--- config.mk ---
export PLATFORM = sky130hd
export DESIGN_NAME = cc_timer
export DESIGN_NICKNAME = d
export VERILOG_FILES = /design/src/cc_timer_pkg.sv /design/src/cc_timer.sv
export SDC_FILE = /design/constraint.sdc
export NUM_CORES = 1
export LEC_CHECK = 0
export BUFFER_PORTS_ARGS = -buffer_cell sky130_fd_sc_hd__buf_4
export CORE_AREA = 2 2 277 170
export DETAILED_ROUTE_END_ITERATION = 8
export DIE_AREA = 0 0 279 172
export PLACE_DENSITY_LB_ADDON = 0.25
export SYNTH_ARGS = -nofsm -noshare
export SYNTH_HDL_FRONTEND = slang
export SYNTH_SLANG_ARGS = --single-unit
export TNS_END_PERCENT = 100
--- constraint.sdc ---
create_clock -name mclk -period 2.9 [get_ports mclk]
set_input_delay 0.435 -clock mclk [delete_from_list [all_inputs] [get_ports mclk]]
set_output_delay 0.435 -clock mclk [all_outputs]
set_load 0.005 [all_outputs]
--- src/cc_timer_pkg.sv ---
package cc_timer_pkg;

    // Register indices (printed offsets are not all word multiples; byte address = 4 * index)
    localparam logic [7:0] IDX_DIRECTION   = 8'hc0;
    localparam logic [7:0] IDX_FORCE       = 8'hc1;
    localparam logic [7:0] IDX_MASK3       = 8'hc2;
    localparam logic [7:0] IDX_DATA3       = 8'hc3;
    localparam logic [7:0] IDX_COUNTER     = 8'hc4;
    localparam logic [7:0] IDX_CONTROL1    = 8'hc6;
    localparam logic [7:0] IDX_OUT_CTRL    = 8'hc8;
    localparam logic [7:0] IDX_EDGE_CTRL   = 8'hc9;
    localparam logic [7:0] IDX_IRQ_ENABLE  = 8'hca;
    localparam logic [7:0] IDX_SYS_CTRL2   = 8'hcb;
    localparam logic [7:0] IDX_FLAG1       = 8'hcc;
    localparam logic [7:0] IDX_FLAG2       = 8'hcd;
    localparam logic [7:0] IDX_VALUE0      = 8'hce;
    localparam logic [7:0] IDX_VALUE1      = 8'hd0;
    localparam logic [7:0] IDX_VALUE2      = 8'hd2;
    localparam logic [7:0] IDX_VALUE3      = 8'hd4;
    localparam logic [7:0] IDX_PORT_DATA   = 8'hd6;

    // Field positions
    localparam int CTRL1_FAST_CLEAR_BIT = 4;
    localparam int SYS2_OVF_IRQ_BIT     = 7;
    localparam int SYS2_CNT_RESET_BIT   = 3;
    localparam int FLAG2_OVF_BIT        = 7;

    // Reset values
    localparam logic [15:0] VALUE_RESET = 16'h0000;
    localparam logic [7:0]  REG8_RESET  = 8'h00;

    localparam int CHANNELS = 4;

    typedef struct packed {
        logic        overflowIrqEnable;
        logic        counterResetOnMatch3;
        logic [2:0]  prescaleSelect;
    } sys_ctrl_t;

    typedef struct packed {
        logic [3:0] channelIrq;
        logic       overflowIrq;
    } irq_bundle_t;

endpackage

--- src/cc_timer.sv ---
`timescale 1ns/10ps

module cc_timer #(
    parameter int ADDR_W = 10
) (
    // Clock and reset
    input  wire logic                      mclk,
    input  wire logic                      rst_n,
    input  wire logic                      clkEn,
    // Avalon-MM slave
    input  wire logic [ADDR_W-1:0]         address,
    input  wire logic                      read,
    input  wire logic                      write,
    input  wire logic [31:0]               writedata,
    input  wire logic [3:0]                byteenable,
    output logic      [31:0]               readdata,
    output logic                           waitrequest,
    // Channel pins
    input  wire logic [3:0]                pinIn,
    output logic      [3:0]                pinOut,
    output logic      [3:0]                pinOe,
    // Interrupt requests
    output cc_timer_pkg::irq_bundle_t      irqReq
);

    if (ADDR_W < 10) begin : gAddrCheck
        $error("ADDR_W must reach register index 0xd6");
    end

    logic [7:0]  dirReg_r;
    logic [7:0]  mask3_r;
    logic [7:0]  data3_r;
    logic [7:0]  ctrl1_r;
    logic [7:0]  irqEn_r;
    logic [7:0]  edgeLo_r;
    logic [7:0]  edgeHi_r;
    logic [7:0]  outCtrl_r;
    logic [7:0]  portLatch_r;
    cc_timer_pkg::sys_ctrl_t sys_r;
    logic [3:0]  flag_r;
    logic        ovf_r;
    logic [15:0] counter_r;
    logic [15:0] value_r [cc_timer_pkg::CHANNELS];
    logic [6:0]  pre_r;
    logic [2:0]  preSel_r;
    logic [3:0]  pinState_r;
    logic        ack_r;

    // Bus: one wait state, so the answer stands at the second edge of the request
    // Writes commit on the request edge; the wait state only lets read data settle
    logic        acc, wrAcc, rdAcc;
    logic [7:0]  idx;
    assign acc   = (read | write) & ~ack_r & clkEn;
    assign wrAcc = write & acc;
    assign rdAcc = read & acc;
    assign idx   = address[ADDR_W-1:2] > 8'hff ? 8'hff : 8'(address[ADDR_W-1:2]);
    assign waitrequest = (read | write) & ~ack_r;

    function automatic int chanOf(input logic [7:0] i);
        unique case (i)
            cc_timer_pkg::IDX_VALUE0: chanOf = 0;
            cc_timer_pkg::IDX_VALUE1: chanOf = 1;
            cc_timer_pkg::IDX_VALUE2: chanOf = 2;
            cc_timer_pkg::IDX_VALUE3: chanOf = 3;
            default:                  chanOf = -1;
        endcase
    endfunction

    always_ff @(posedge mclk or negedge rst_n) begin
        if (!rst_n) ack_r <= 1'b0;
        else if (clkEn) ack_r <= (read | write) & ~ack_r;
    end

    // Pin synchroniser: three stages, change counts when stages two and three agree
    logic [3:0] s1_r, s2_r, s3_r, pinStable_r, pinPrev_r;
    always_ff @(posedge mclk or negedge rst_n) begin
        if (!rst_n) begin
            s1_r <= 4'h0; s2_r <= 4'h0; s3_r <= 4'h0; pinStable_r <= 4'h0; pinPrev_r <= 4'h0;
        end else if (clkEn) begin
            s1_r <= pinIn;
            s2_r <= s1_r;
            s3_r <= s2_r;
            pinStable_r <= (s2_r & s3_r) | (pinStable_r & (s2_r | s3_r));
            pinPrev_r   <= pinStable_r;
        end
    end

    // Edge detection per channel
    logic [3:0] capEv;
    genvar g;
    generate
        for (g = 0; g < 4; g++) begin : gEdge
            logic rise, fall;
            assign rise = pinStable_r[g] & ~pinPrev_r[g];
            assign fall = ~pinStable_r[g] & pinPrev_r[g];
            assign capEv[g] = ~dirReg_r[g] &
                ((edgeLo_r[g] & rise) | (edgeHi_r[g] & fall));
        end
    endgenerate

    // Prescaler: select reloaded on a tick (selected low stages zero) or when pre_r reaches 7f
    logic tick;
    assign tick = (pre_r & ((7'h01 << preSel_r) - 7'h01)) == 7'h00;
    always_ff @(posedge mclk or negedge rst_n) begin
        if (!rst_n) begin
            pre_r    <= 7'h00;
            preSel_r <= 3'h0;
        end else if (clkEn) begin
            pre_r <= pre_r + 7'h01;
            if (pre_r == 7'h7f || preSel_r == 3'h0 || tick) begin
                if (pre_r == 7'h7f || tick) pre_r <= 7'h00;
                preSel_r <= sys_r.prescaleSelect;
                if (tick && preSel_r != 3'h0) pre_r <= 7'h01;
                if (preSel_r == 3'h0) pre_r <= 7'h00;
            end
        end
    end

    // Compare matches
    logic [3:0] match;
    generate
        for (g = 0; g < 4; g++) begin : gMatch
            assign match[g] = dirReg_r[g] & tick & (counter_r == value_r[g]);
        end
    endgenerate

    // Counter
    logic cntReset3;
    // Only a genuine compare on channel 3 may clear the counter, never a capture
    assign cntReset3 = sys_r.counterResetOnMatch3 & match[3];
    always_ff @(posedge mclk or negedge rst_n) begin
        if (!rst_n) counter_r <= 16'h0000;
        else if (clkEn) begin
            if (wrAcc && idx == cc_timer_pkg::IDX_COUNTER) counter_r <= writedata[15:0];
            else if (cntReset3) counter_r <= 16'h0000;
            else if (tick) counter_r <= counter_r + 16'h0001;
        end
    end

    // Compare pin actions; channel 3 applied last so it overrides masked pins
    logic [7:0] forceW;
    assign forceW = (wrAcc && idx == cc_timer_pkg::IDX_FORCE) ? writedata[7:0] : 8'h00;
    always_ff @(posedge mclk or negedge rst_n) begin
        if (!rst_n) pinState_r <= 4'h0;
        else if (clkEn) begin
            for (int c = 0; c < 4; c++) begin
                if ((match[c] | forceW[c]) && dirReg_r[c]) begin
                    unique case ({outCtrl_r[2*c+1], outCtrl_r[2*c]})
                        2'b01: pinState_r[c] <= ~pinState_r[c];
                        2'b10: pinState_r[c] <= 1'b0;
                        2'b11: pinState_r[c] <= 1'b1;
                        default: ;
                    endcase
                end
            end
            if (match[3] | forceW[3]) begin
                for (int c = 0; c < 4; c++) begin
                    if (mask3_r[c]) pinState_r[c] <= data3_r[c];
                end
            end
        end
    end

    // Pin drive: compare owns the pin when its action is selected or mask3 covers it, else port latch
    generate
        for (g = 0; g < 4; g++) begin : gPin
            logic owned;
            assign owned = (dirReg_r[g] & (outCtrl_r[2*g] | outCtrl_r[2*g+1])) | mask3_r[g];
            assign pinOut[g] = owned ? pinState_r[g] : portLatch_r[g];
            assign pinOe[g]  = owned | dirReg_r[g];
        end
    endgenerate

    // Control registers
    always_ff @(posedge mclk or negedge rst_n) begin
        if (!rst_n) begin
            dirReg_r <= 8'h00; mask3_r <= 8'h00; data3_r <= 8'h00; ctrl1_r <= 8'h00;
            irqEn_r <= 8'h00; edgeLo_r <= 8'h00; edgeHi_r <= 8'h00; outCtrl_r <= 8'h00;
            portLatch_r <= 8'h00; sys_r <= '0;
        end else if (clkEn && wrAcc && byteenable[0]) begin
            unique case (idx)
                cc_timer_pkg::IDX_DIRECTION:  dirReg_r    <= {4'h0, writedata[3:0]};
                cc_timer_pkg::IDX_MASK3:      mask3_r     <= {4'h0, writedata[3:0]};
                cc_timer_pkg::IDX_DATA3:      data3_r     <= {4'h0, writedata[3:0]};
                cc_timer_pkg::IDX_CONTROL1:   ctrl1_r     <= writedata[7:0];
                cc_timer_pkg::IDX_IRQ_ENABLE: irqEn_r     <= {4'h0, writedata[3:0]};
                cc_timer_pkg::IDX_OUT_CTRL:   outCtrl_r   <= writedata[7:0];
                cc_timer_pkg::IDX_PORT_DATA:  portLatch_r <= {4'h0, writedata[3:0]};
                cc_timer_pkg::IDX_EDGE_CTRL: begin
                    for (int c = 0; c < 4; c++) begin
                        edgeLo_r[c] <= writedata[2*c];
                        edgeHi_r[c] <= writedata[2*c+1];
                    end
                end
                cc_timer_pkg::IDX_SYS_CTRL2: begin
                    sys_r.overflowIrqEnable    <= writedata[cc_timer_pkg::SYS2_OVF_IRQ_BIT];
                    sys_r.counterResetOnMatch3 <= writedata[cc_timer_pkg::SYS2_CNT_RESET_BIT];
                    sys_r.prescaleSelect       <= writedata[2:0];
                end
                default: ;
            endcase
        end
    end

    // Value registers: capture wins over a same-cycle software write
    logic fastClr;
    assign fastClr = ctrl1_r[cc_timer_pkg::CTRL1_FAST_CLEAR_BIT];
    always_ff @(posedge mclk or negedge rst_n) begin
        if (!rst_n) begin
            for (int c = 0; c < 4; c++) value_r[c] <= cc_timer_pkg::VALUE_RESET;
        end else if (clkEn) begin
            for (int c = 0; c < 4; c++) begin
                if (capEv[c]) value_r[c] <= counter_r;
                else if (wrAcc && chanOf(idx) == c && dirReg_r[c]) begin
                    if (byteenable[1]) value_r[c][15:8] <= writedata[15:8];
                    if (byteenable[0]) value_r[c][7:0]  <= writedata[7:0];
                end
            end
        end
    end

    // Flags: hardware set wins over any clear in the same cycle
    always_ff @(posedge mclk or negedge rst_n) begin
        if (!rst_n) begin
            flag_r <= 4'h0;
            ovf_r  <= 1'b0;
        end else if (clkEn) begin
            for (int c = 0; c < 4; c++) begin
                if (capEv[c] | match[c]) flag_r[c] <= 1'b1;
                else if (wrAcc && idx == cc_timer_pkg::IDX_FLAG1 && writedata[c])
                    flag_r[c] <= 1'b0;
                else if (fastClr && chanOf(idx) == c &&
                         ((rdAcc && !dirReg_r[c]) || (wrAcc && dirReg_r[c])))
                    flag_r[c] <= 1'b0;
            end
            if (tick && counter_r == 16'hffff && !cntReset3) ovf_r <= 1'b1;
            else if (wrAcc && idx == cc_timer_pkg::IDX_FLAG2 &&
                     writedata[cc_timer_pkg::FLAG2_OVF_BIT]) ovf_r <= 1'b0;
            else if (fastClr && acc && idx == cc_timer_pkg::IDX_COUNTER) ovf_r <= 1'b0;
        end
    end

    // Interrupt requests
    assign irqReq.channelIrq  = flag_r & irqEn_r[3:0];
    assign irqReq.overflowIrq = ovf_r & sys_r.overflowIrqEnable;

    // Read data, latched on the request edge
    always_ff @(posedge mclk or negedge rst_n) begin
        if (!rst_n) readdata <= 32'h0000_0000;
        else if (clkEn && rdAcc) begin
            readdata <= 32'h0000_0000;
            unique case (idx)
                cc_timer_pkg::IDX_DIRECTION:  readdata[7:0] <= dirReg_r;
                cc_timer_pkg::IDX_FORCE:      readdata[7:0] <= 8'h00;   // Strobes only
                cc_timer_pkg::IDX_MASK3:      readdata[7:0] <= mask3_r;
                cc_timer_pkg::IDX_DATA3:      readdata[7:0] <= data3_r;
                cc_timer_pkg::IDX_COUNTER:    readdata[15:0] <= counter_r;
                cc_timer_pkg::IDX_CONTROL1:   readdata[7:0] <= ctrl1_r;
                cc_timer_pkg::IDX_OUT_CTRL:   readdata[7:0] <= outCtrl_r;
                cc_timer_pkg::IDX_EDGE_CTRL:
                    readdata[7:0] <= {edgeHi_r[3], edgeLo_r[3], edgeHi_r[2], edgeLo_r[2],
                                      edgeHi_r[1], edgeLo_r[1], edgeHi_r[0], edgeLo_r[0]};
                cc_timer_pkg::IDX_IRQ_ENABLE: readdata[7:0] <= irqEn_r;
                cc_timer_pkg::IDX_SYS_CTRL2:
                    readdata[7:0] <= {sys_r.overflowIrqEnable, 3'h0,
                                      sys_r.counterResetOnMatch3, sys_r.prescaleSelect};
                cc_timer_pkg::IDX_FLAG1:      readdata[7:0] <= {4'h0, flag_r};
                cc_timer_pkg::IDX_FLAG2:      readdata[7:0] <= {ovf_r, 7'h00};
                cc_timer_pkg::IDX_VALUE0:     readdata[15:0] <= value_r[0];
                cc_timer_pkg::IDX_VALUE1:     readdata[15:0] <= value_r[1];
                cc_timer_pkg::IDX_VALUE2:     readdata[15:0] <= value_r[2];
                cc_timer_pkg::IDX_VALUE3:     readdata[15:0] <= value_r[3];
                cc_timer_pkg::IDX_PORT_DATA:  readdata[7:0] <= portLatch_r;
                default: ;
            endcase
        end
    end

endmodule // cc_timer

==> impl_results.md, run 1 <==
* Status: complete, but fails checks
* Failing checks: negative hold slack
* CTS tree: done
* Commonest cells in the netlist: 199 x mux2_2, 185 x dfrtp_1, 85 x nand2_1, 62 x clkbuf_1, 60 x o21ai_0
* Final nets at 1262
* Max Clock Freq at 349.4 MHz
* Final RePlAce weighted congestion at 0.8849
* TritonCTS buffer count at 17
* Post-Syn Area per Cell at 10.14 µm²
* Vias per cell at 5.234
* Syn. warnings at 0
* Worst Setup Slack post-DPL at -0.1237 ns
* Worst hold path class: in2async
* Vias in the first global route at 9047
* Most frequent cell after synthesis: mux2_2
* Post-synth EDFFs at 0
* Largest cells by area after synthesis: dfrtp_1 41%, mux2_2 20%, xnor2_1 3.0%
* H-Tree Depth at 4
* Longest Clk Path Bufs at 2
* CP Capture Type: flip-flop
* VDD IR-drop max at 0.4223 mV
* CP Max Fanout at 6
* R2R setup slack at 0.04 ns
* ANT cells at 0
* Max-slew violation count at 0
* Worst EP arrival at 3.27 ns
* Critical path type: reg2reg
* Reg-to-reg startpoint: preSel_r[0]$_DFFE_PN0P_
* Synth async-reset ratio at 1.000
* FF+latch count, synth at 185
* Share of the synthesized area in the top cell type at 0.4130
* Global-route wire length before repair at 62.60 mm
* Worst reg2reg path depth at 9
* PwrDens at 545.4 nW/µm²
* Fin. Hold Viols at 8
* Setup tns final at 0 ns
* Worst setup path startpoint: preSel_r[0]$_DFFE_PN0P_
* Max cap viols at 0
* Area leader, netlist: dfrtp_1
* Worst Setup Start Kind: flip-flop
* GRT Util Overall at 0.1788
* P_leak at 0.005916 µW
* DRT Pass-1 Iters at 6
* Synth Instances at 1105
* Finish-stage setup viols at 0
* CTS sink count at 185
* Clk_lat worst skew at 0.47 ns
* Hold_buf cts at 0
* Core area at 45570 µm²
* Top FF cell, synth: dfrtp_1
* Die Width at 279 µm
* Drt total wl at 42.82 mm
* Pin count of the biggest net entering global routing at 72
* Post-synthesis sequential area ratio at 0.4130
* Remaining DRCs at 0
* Die Ht at 172 µm
* Routed Antenna Nets at 0
* Worst Clk Skew at 0.01947 ns
* Post-layout min period at 2.862 ns
* Mapped Area at 11210 µm²
* Worst Tran Pin Value at 0.9077 ns
* Reg2reg end: pinState_r[0]$_DFFE_PN0P_
* RSZ-0062 raised after global routing: yes
* Post-route setup slack at 0.03784 ns
* I/O pin count at 101
* Layout cells sized above 1 at 0.3476
* Via count at 9500
* Row count at 61
* DR iter-0 viols at 996
* Residual overflow from global routing at 0
* Slew HR at 0.3792
* Die ar. at 47990 µm²
* Dpl cell area at 12830 µm²
* Antenna violations before repair at 2
* Initial Utilization at 0.2460
* Worst-path clk slew at 0.09 ns
* Worst hold margin at -0.05880 ns
* CP endpoint: pinState_r[0]$_DFFE_PN0P_
* Fin crit share at 0.9870
* Design Power at 7411 µW
* Post-route cell area at 13590 µm²
* Layout area overhead at 21.22%
* Clock root cell: clkbuf_16
* HPWL after detailed placement at 32.10 mm
* Distinct cell type count after synthesis at 73
* Req. time, crit path at 3.31 ns
* Wire per inst at 23.59 µm
* IO buf count at 64
## worst min-delay path by stage
stage / from / endpoint / slack, ns / cells past startpoint
after detailed placement: s1_r[1]$_DFFE_PN0P_ / s2_r[1]$_DFFE_PN0P_ / 0.49 / 1
after floorplan: rst_n / ack_r$_DFFE_PN0P_ / 0.14 / 0
final: rst_n / pre_r[5]$_DFFE_PN0P_ / -0.06 / 1
after CTS: rst_n / pre_r[5]$_DFFE_PN0P_ / 0.005 / 1
after global placement: s1_r[3]$_DFFE_PN0P_ / s2_r[3]$_DFFE_PN0P_ / 0.49 / 1
after global routing: rst_n / pre_r[5]$_DFFE_PN0P_ / 0.01 / 1
## state kept, by name, indices dropped and copies added, names as in the netlist, 5 cells and up
signal,cells
readdata,16
counter_r,16
ctrl1_r,8
value_r,64
sys_r,5
pre_r,7
outCtrl_r,8
## per-layer routing
metal | vias up | part of all wire | GRT usage
li1 | 4226 | - | -
met1 | 4850 | 0.51 | 0.2823
met2 | 386 | 0.39 | 0.2338
met3 | 38 | 0.094 | 0.04864
met4 | 0 | 0.011 | 0.03787
met5 | - | 0 | 0
## placed cells by master, fill, tap and decap left out, types with 12 or more instances in the layout
master	count
mux2_2	199
dfrtp_1	185
buf_4	146
nand2_1	85
o21ai_0	59
nor2_1	44
xnor2_1	39
nand3_1	32
a21oi_1	31
inv_1	29
xor2_1	29
and3_1	19
clkbuf_16	18
a31oi_1	17
conb_1	16
and2_1	14
a22oi_1	14
nand4_1	14
mux2i_1	13
nand3b_1	12
## power by group
part | internal, µW | leakage [µW] | total, µW | switching [µW]
registers | 2840 | 0.00243 | 3120 | 282
logic | 756 | 0.00319 | 1820 | 1070
clock network | 1240 | 0.000294 | 2470 | 1230
total | 4830 | 0.00592 | 7410 | 2580
## final cells by class
| class | instances | area, µm² |
|---|---|---|
| clock buffer | 17 | 425.4 |
| clock inverter | 15 | 175.2 |
| fill | 4671 | 31980 |
| inverter | 29 | 108.9 |
| multi-input combinational | 816 | 6243 |
| sequential | 185 | 4629 |
| tap | 598 | 748.2 |
| timing repair buffer | 155 | 1257 |
## logic make-up after synthesis
logic type      count (synthesis)  synth area share
buf+inv                       119           0.04655
compound gates                233            0.1395
flops                         185            0.4130
fa+ha+maj                       3          0.003349
mux                           213            0.2135
other cells                     1         0.0003345
xor+xnor                       68           0.05313
simple gates                  283            0.1306
## worst max-delay path: stages, from the launching register on
cell and delay, ns:
dfrtp_1 0.38, or3_4 0.41, ha_4 0.19, and2_4 0.17, a222oi_1 0.45, o211ai_2 0.18, buf_6 0.18, o31a_1 0.39
o221a_2 0.33, a21oi_2 0.12
## per-stage QoR
step | util | hold slack [ns] | std cells
6_report | 0.2982 | -0.05880 | 1815
5_1_grt | 0.2982 | 0.01456 | 1815
4_1_cts | 0.2954 | 0.004893 | 1811
3_5_place_dp | 0.2815 | 0.4890 | 1779
3_3_place_gp | 0.2815 | 0.4870 | 1779
2_1_floorplan | - | 0.1394 | 1120
## what timing repair did
action,in CTS,in global routing
pin swaps,3,13
endpoints found under the setup margin,21,28
setup buffers,0,3
hold endpoints to repair,0,0
cloned,0,1
gates resized for setup,7,16
Note: power is estimated with default switching activity, not from simulation.
==> run 2: changes to the inputs <==
- PLACE_DENSITY_LB_ADDON: 0.25 -> 0.12
==> run 2 against run 1 <==
The run now ends clean. Die area stayed put. Clock-buffer cell count up 1. Highest routed layer unchanged. Sequential share of layout area shrank 0.063 points. Flip-flop and latch count is the same. Clock skew decreased by 0.0025 ns.
==> impl_results.md, run 2 (same netlist as run 1, synthesis figures left out) <==
* Post-layout util at 0.2988 (was 0.2982)
* Most common cell on crit path: buf_4
* Cell-internal power at 4830 µW (was 4832 µW)
* Die Width at 279 µm (unchanged)
* Vias in the first global route at 9283 (was 9047)
* Req. time, crit path at 3.26 ns (was 3.31 ns)
* Comb pwr share at 0.246 (about the same)
* I/O pin count at 101 (unchanged)
* Commonest non-fill, non-tap cell in the layout: mux2_2 (unchanged)
* Crit path depth at 9 (unchanged)
* Max incr delay on CP at 0.43 ns (was 0.45 ns)
* P_leak at 0.005930 µW (was 0.005916 µW)
* Placed cell count at 1788 (was 1779)
* Remaining DRCs at 0 (unchanged)
* DRT Pass-1 Iters at 7 (was 6)
* Critical path type: reg2reg (unchanged)
* Fin. Hold Viols at 0 (was 8)
* Clk_lat worst skew at 0.47 ns (about the same)
* Worst hold margin at 0.1965 ns (was -0.05880 ns)
* Hold Path Cell Cnt at 2
* Die Ht at 172 µm (unchanged)
* Net Sw Power at 2636 µW (was 2579 µW)
* Worst reg2reg path depth at 9 (unchanged)
* Worst hold path class: in2reg (was in2async)
* Top reg by flops: value_r (unchanged)
* Antenna violations before repair at 1 (was 2)
* Residual overflow from global routing at 0 (unchanged)
* CTS sink count at 185 (unchanged)
* CP Capture Type: flip-flop (unchanged)
* Commonest cells after routing, fill and taps aside: 199 x mux2_2, 185 x dfrtp_1, 155 x buf_4, 85 x nand2_1, 59 x o21ai_0 (was 199 x mux2_2, 185 x dfrtp_1, 146 x buf_4, 85 x nand2_1, 59 x o21ai_0)
* Finish-stage setup viols at 0 (unchanged)
* Die ar. at 47990 µm² (unchanged)
* Max Clock Freq at 348.4 MHz (was 349.4 MHz)
* Crit path buf inv count at 2 (was 1)
* Worst-path clk slew at 0.08 ns (was 0.09 ns)
* Clock root cell: clkbuf_16 (unchanged)
* Largest regs: value_r (64), counter_r (16), readdata (16) (unchanged)
* PwrDens at 548.4 nW/µm² (was 545.4 nW/µm²)
* Wire per inst at 25.05 µm (was 23.59 µm)
* Clk pwr share at 0.333 (about the same)
* Worst Setup Start Kind: flip-flop (unchanged)
* VDD IR-drop max at 0.3848 mV (was 0.4223 mV)
* Core area at 45570 µm² (unchanged)
* Crit-path cells: or3_4 -> ha_4 -> and2_4 -> a222oi_1 -> o211ai_2 -> buf_4 -> buf_4 -> a31oi_4 -> mux2_2 (was or3_4 -> ha_4 -> and2_4 -> a222oi_1 -> o211ai_2 -> buf_6 -> o31a_1 -> o221a_2 -> a21oi_2)
* Layout cells sized above 1 at 0.3491 (was 0.3476)
* RSZ-0062 raised after global routing: yes (unchanged)
* Sequential power share at 0.421 (about the same)
* Max-slew violation count at 0 (unchanged)
* Initial Utilization at 0.2460 (unchanged)
* Non-filler cells, final at 1826 (was 1815)
* Sw Share at 0.3530 (was 0.3480)
* Worst Tran Pin Value at 0.9077 ns (about the same)
* DR iter-0 viols at 927 (was 996)
* Via count at 9393 (was 9500)
* GRT Util Overall at 0.1944 (was 0.1788)
* Routed Antenna Nets at 0 (unchanged)
* Final nets at 1271 (was 1262)
* Worst EP arrival at 3.23 ns (was 3.27 ns)
* CP max stage cell: a222oi_1 (unchanged)
* Largest register FFs at 64 (unchanged)
* Vias per cell at 5.144 (was 5.234)
* Slew HR at 0.3927 (was 0.3792)
* IO buf count at 64 (unchanged)
* Global-route wire length before repair at 67.01 mm (was 62.60 mm)
* Row count at 61 (unchanged)
* Fin crit share at 0.9898 (was 0.9870)
* Layout area overhead at 21.44% (was 21.22%)
* TritonCTS buffer count at 17 (unchanged)
* Longest Clk Path Bufs at 2 (unchanged)
* CTS tree: done (unchanged)
* Pin count of the biggest net entering global routing at 63 (was 72)
* Post-layout min period at 2.870 ns (was 2.862 ns)
* Worst Clk Skew at 0.01696 ns (was 0.01947 ns)
* Critical path's top delay family: compound AO/OA/AOI/OAI gates (unchanged)
* Setup tns final at 0 ns (unchanged)
* H-Tree Depth at 4 (unchanged)
* Final RePlAce weighted congestion at 0.8348 (was 0.8849)
* Status: finished clean (was complete, but fails checks)
* Drt total wl at 45.74 mm (was 42.82 mm)
* CP Max Fanout at 5 (was 6)
* Max cap viols at 0 (unchanged)
* HPWL after detailed placement at 34.47 mm (was 32.10 mm)
[run 2: metrics by stage]
| step | total power (µW) | instance area, µm² | setup WS (ns) |
|---|---|---|---|
| finish | 7466 | 13610 | 0.02968 |
| global placement | 4985 | 12900 | -0.1782 |
| CTS | 7512 | 13530 | 0.0004865 |
| global route | 7828 | 13610 | -0.07686 |
| detailed placement | 4994 | 12900 | -0.1687 |
| floorplan | 4143 | 11280 | 0.0002547 |
[run 2: final cells by class]
class | count | area (µm²)
clock inverters | 14 | 151.4
clock buffers | 18 | 429.2
fillers | 4735 | 31950
multi-input cells | 816 | 6236
well taps | 598 | 748.2
diodes | 2 | 5.005
flip-flops and latches | 185 | 4629
repair buffers | 164 | 1305
inverters | 29 | 108.9
[run 2: timing repair]
item,in CTS,in global routing
gates cloned,0,0
pin swaps,3,10
endpoints found under the setup margin,21,21
resized for setup,8,14
setup buffers,1,2
hold buffers,1,0
hold endpoints to repair,41,0
[run 2: metal layers]
layer | vias to the layer above | part of all wire | wire length (µm) | GRT usage
met5 | - | 0 | 0 | 0
met4 | 0 | 0.0084 | 386 | 0.03834
met3 | 23 | 0.057 | 2612 | 0.03445
met2 | 282 | 0.39 | 17720 | 0.2588
met1 | 4848 | 0.55 | 25020 | 0.3161
li1 | 4240 | - | - | -
[run 2: power groups by stage]
stage / clock network, µW / logic (µW) / registers [µW]
after floorplan: 0 / 1090 / 3050
after global placement: 0 / 1800 / 3180
after detailed placement: 0 / 1800 / 3190
after CTS: 2550 / 1820 / 3140
after global routing: 2660 / 1990 / 3180
final: 2490 / 1840 / 3140
[run 2: path summary, 6_finish.rpt]
kind,slack (ns),from,endpoint
setup / recovery,0.03,preSel_r[0]$_DFFE_PN0P_,preSel_r[0]$_DFFE_PN0P_
max in group asynchronous,1.64,rst_n,value_r[21]$_DFFE_PN0P_
min in group asynchronous,0.52,rst_n,pre_r[3]$_DFFE_PN0P_
hold / removal,0.20,pinIn[0],s1_r[0]$_DFFE_PN0P_
hold reg to reg,0.50,s1_r[0]$_DFFE_PN0P_,s2_r[0]$_DFFE_PN0P_
setup reg to reg,0.03,preSel_r[0]$_DFFE_PN0P_,preSel_r[0]$_DFFE_PN0P_
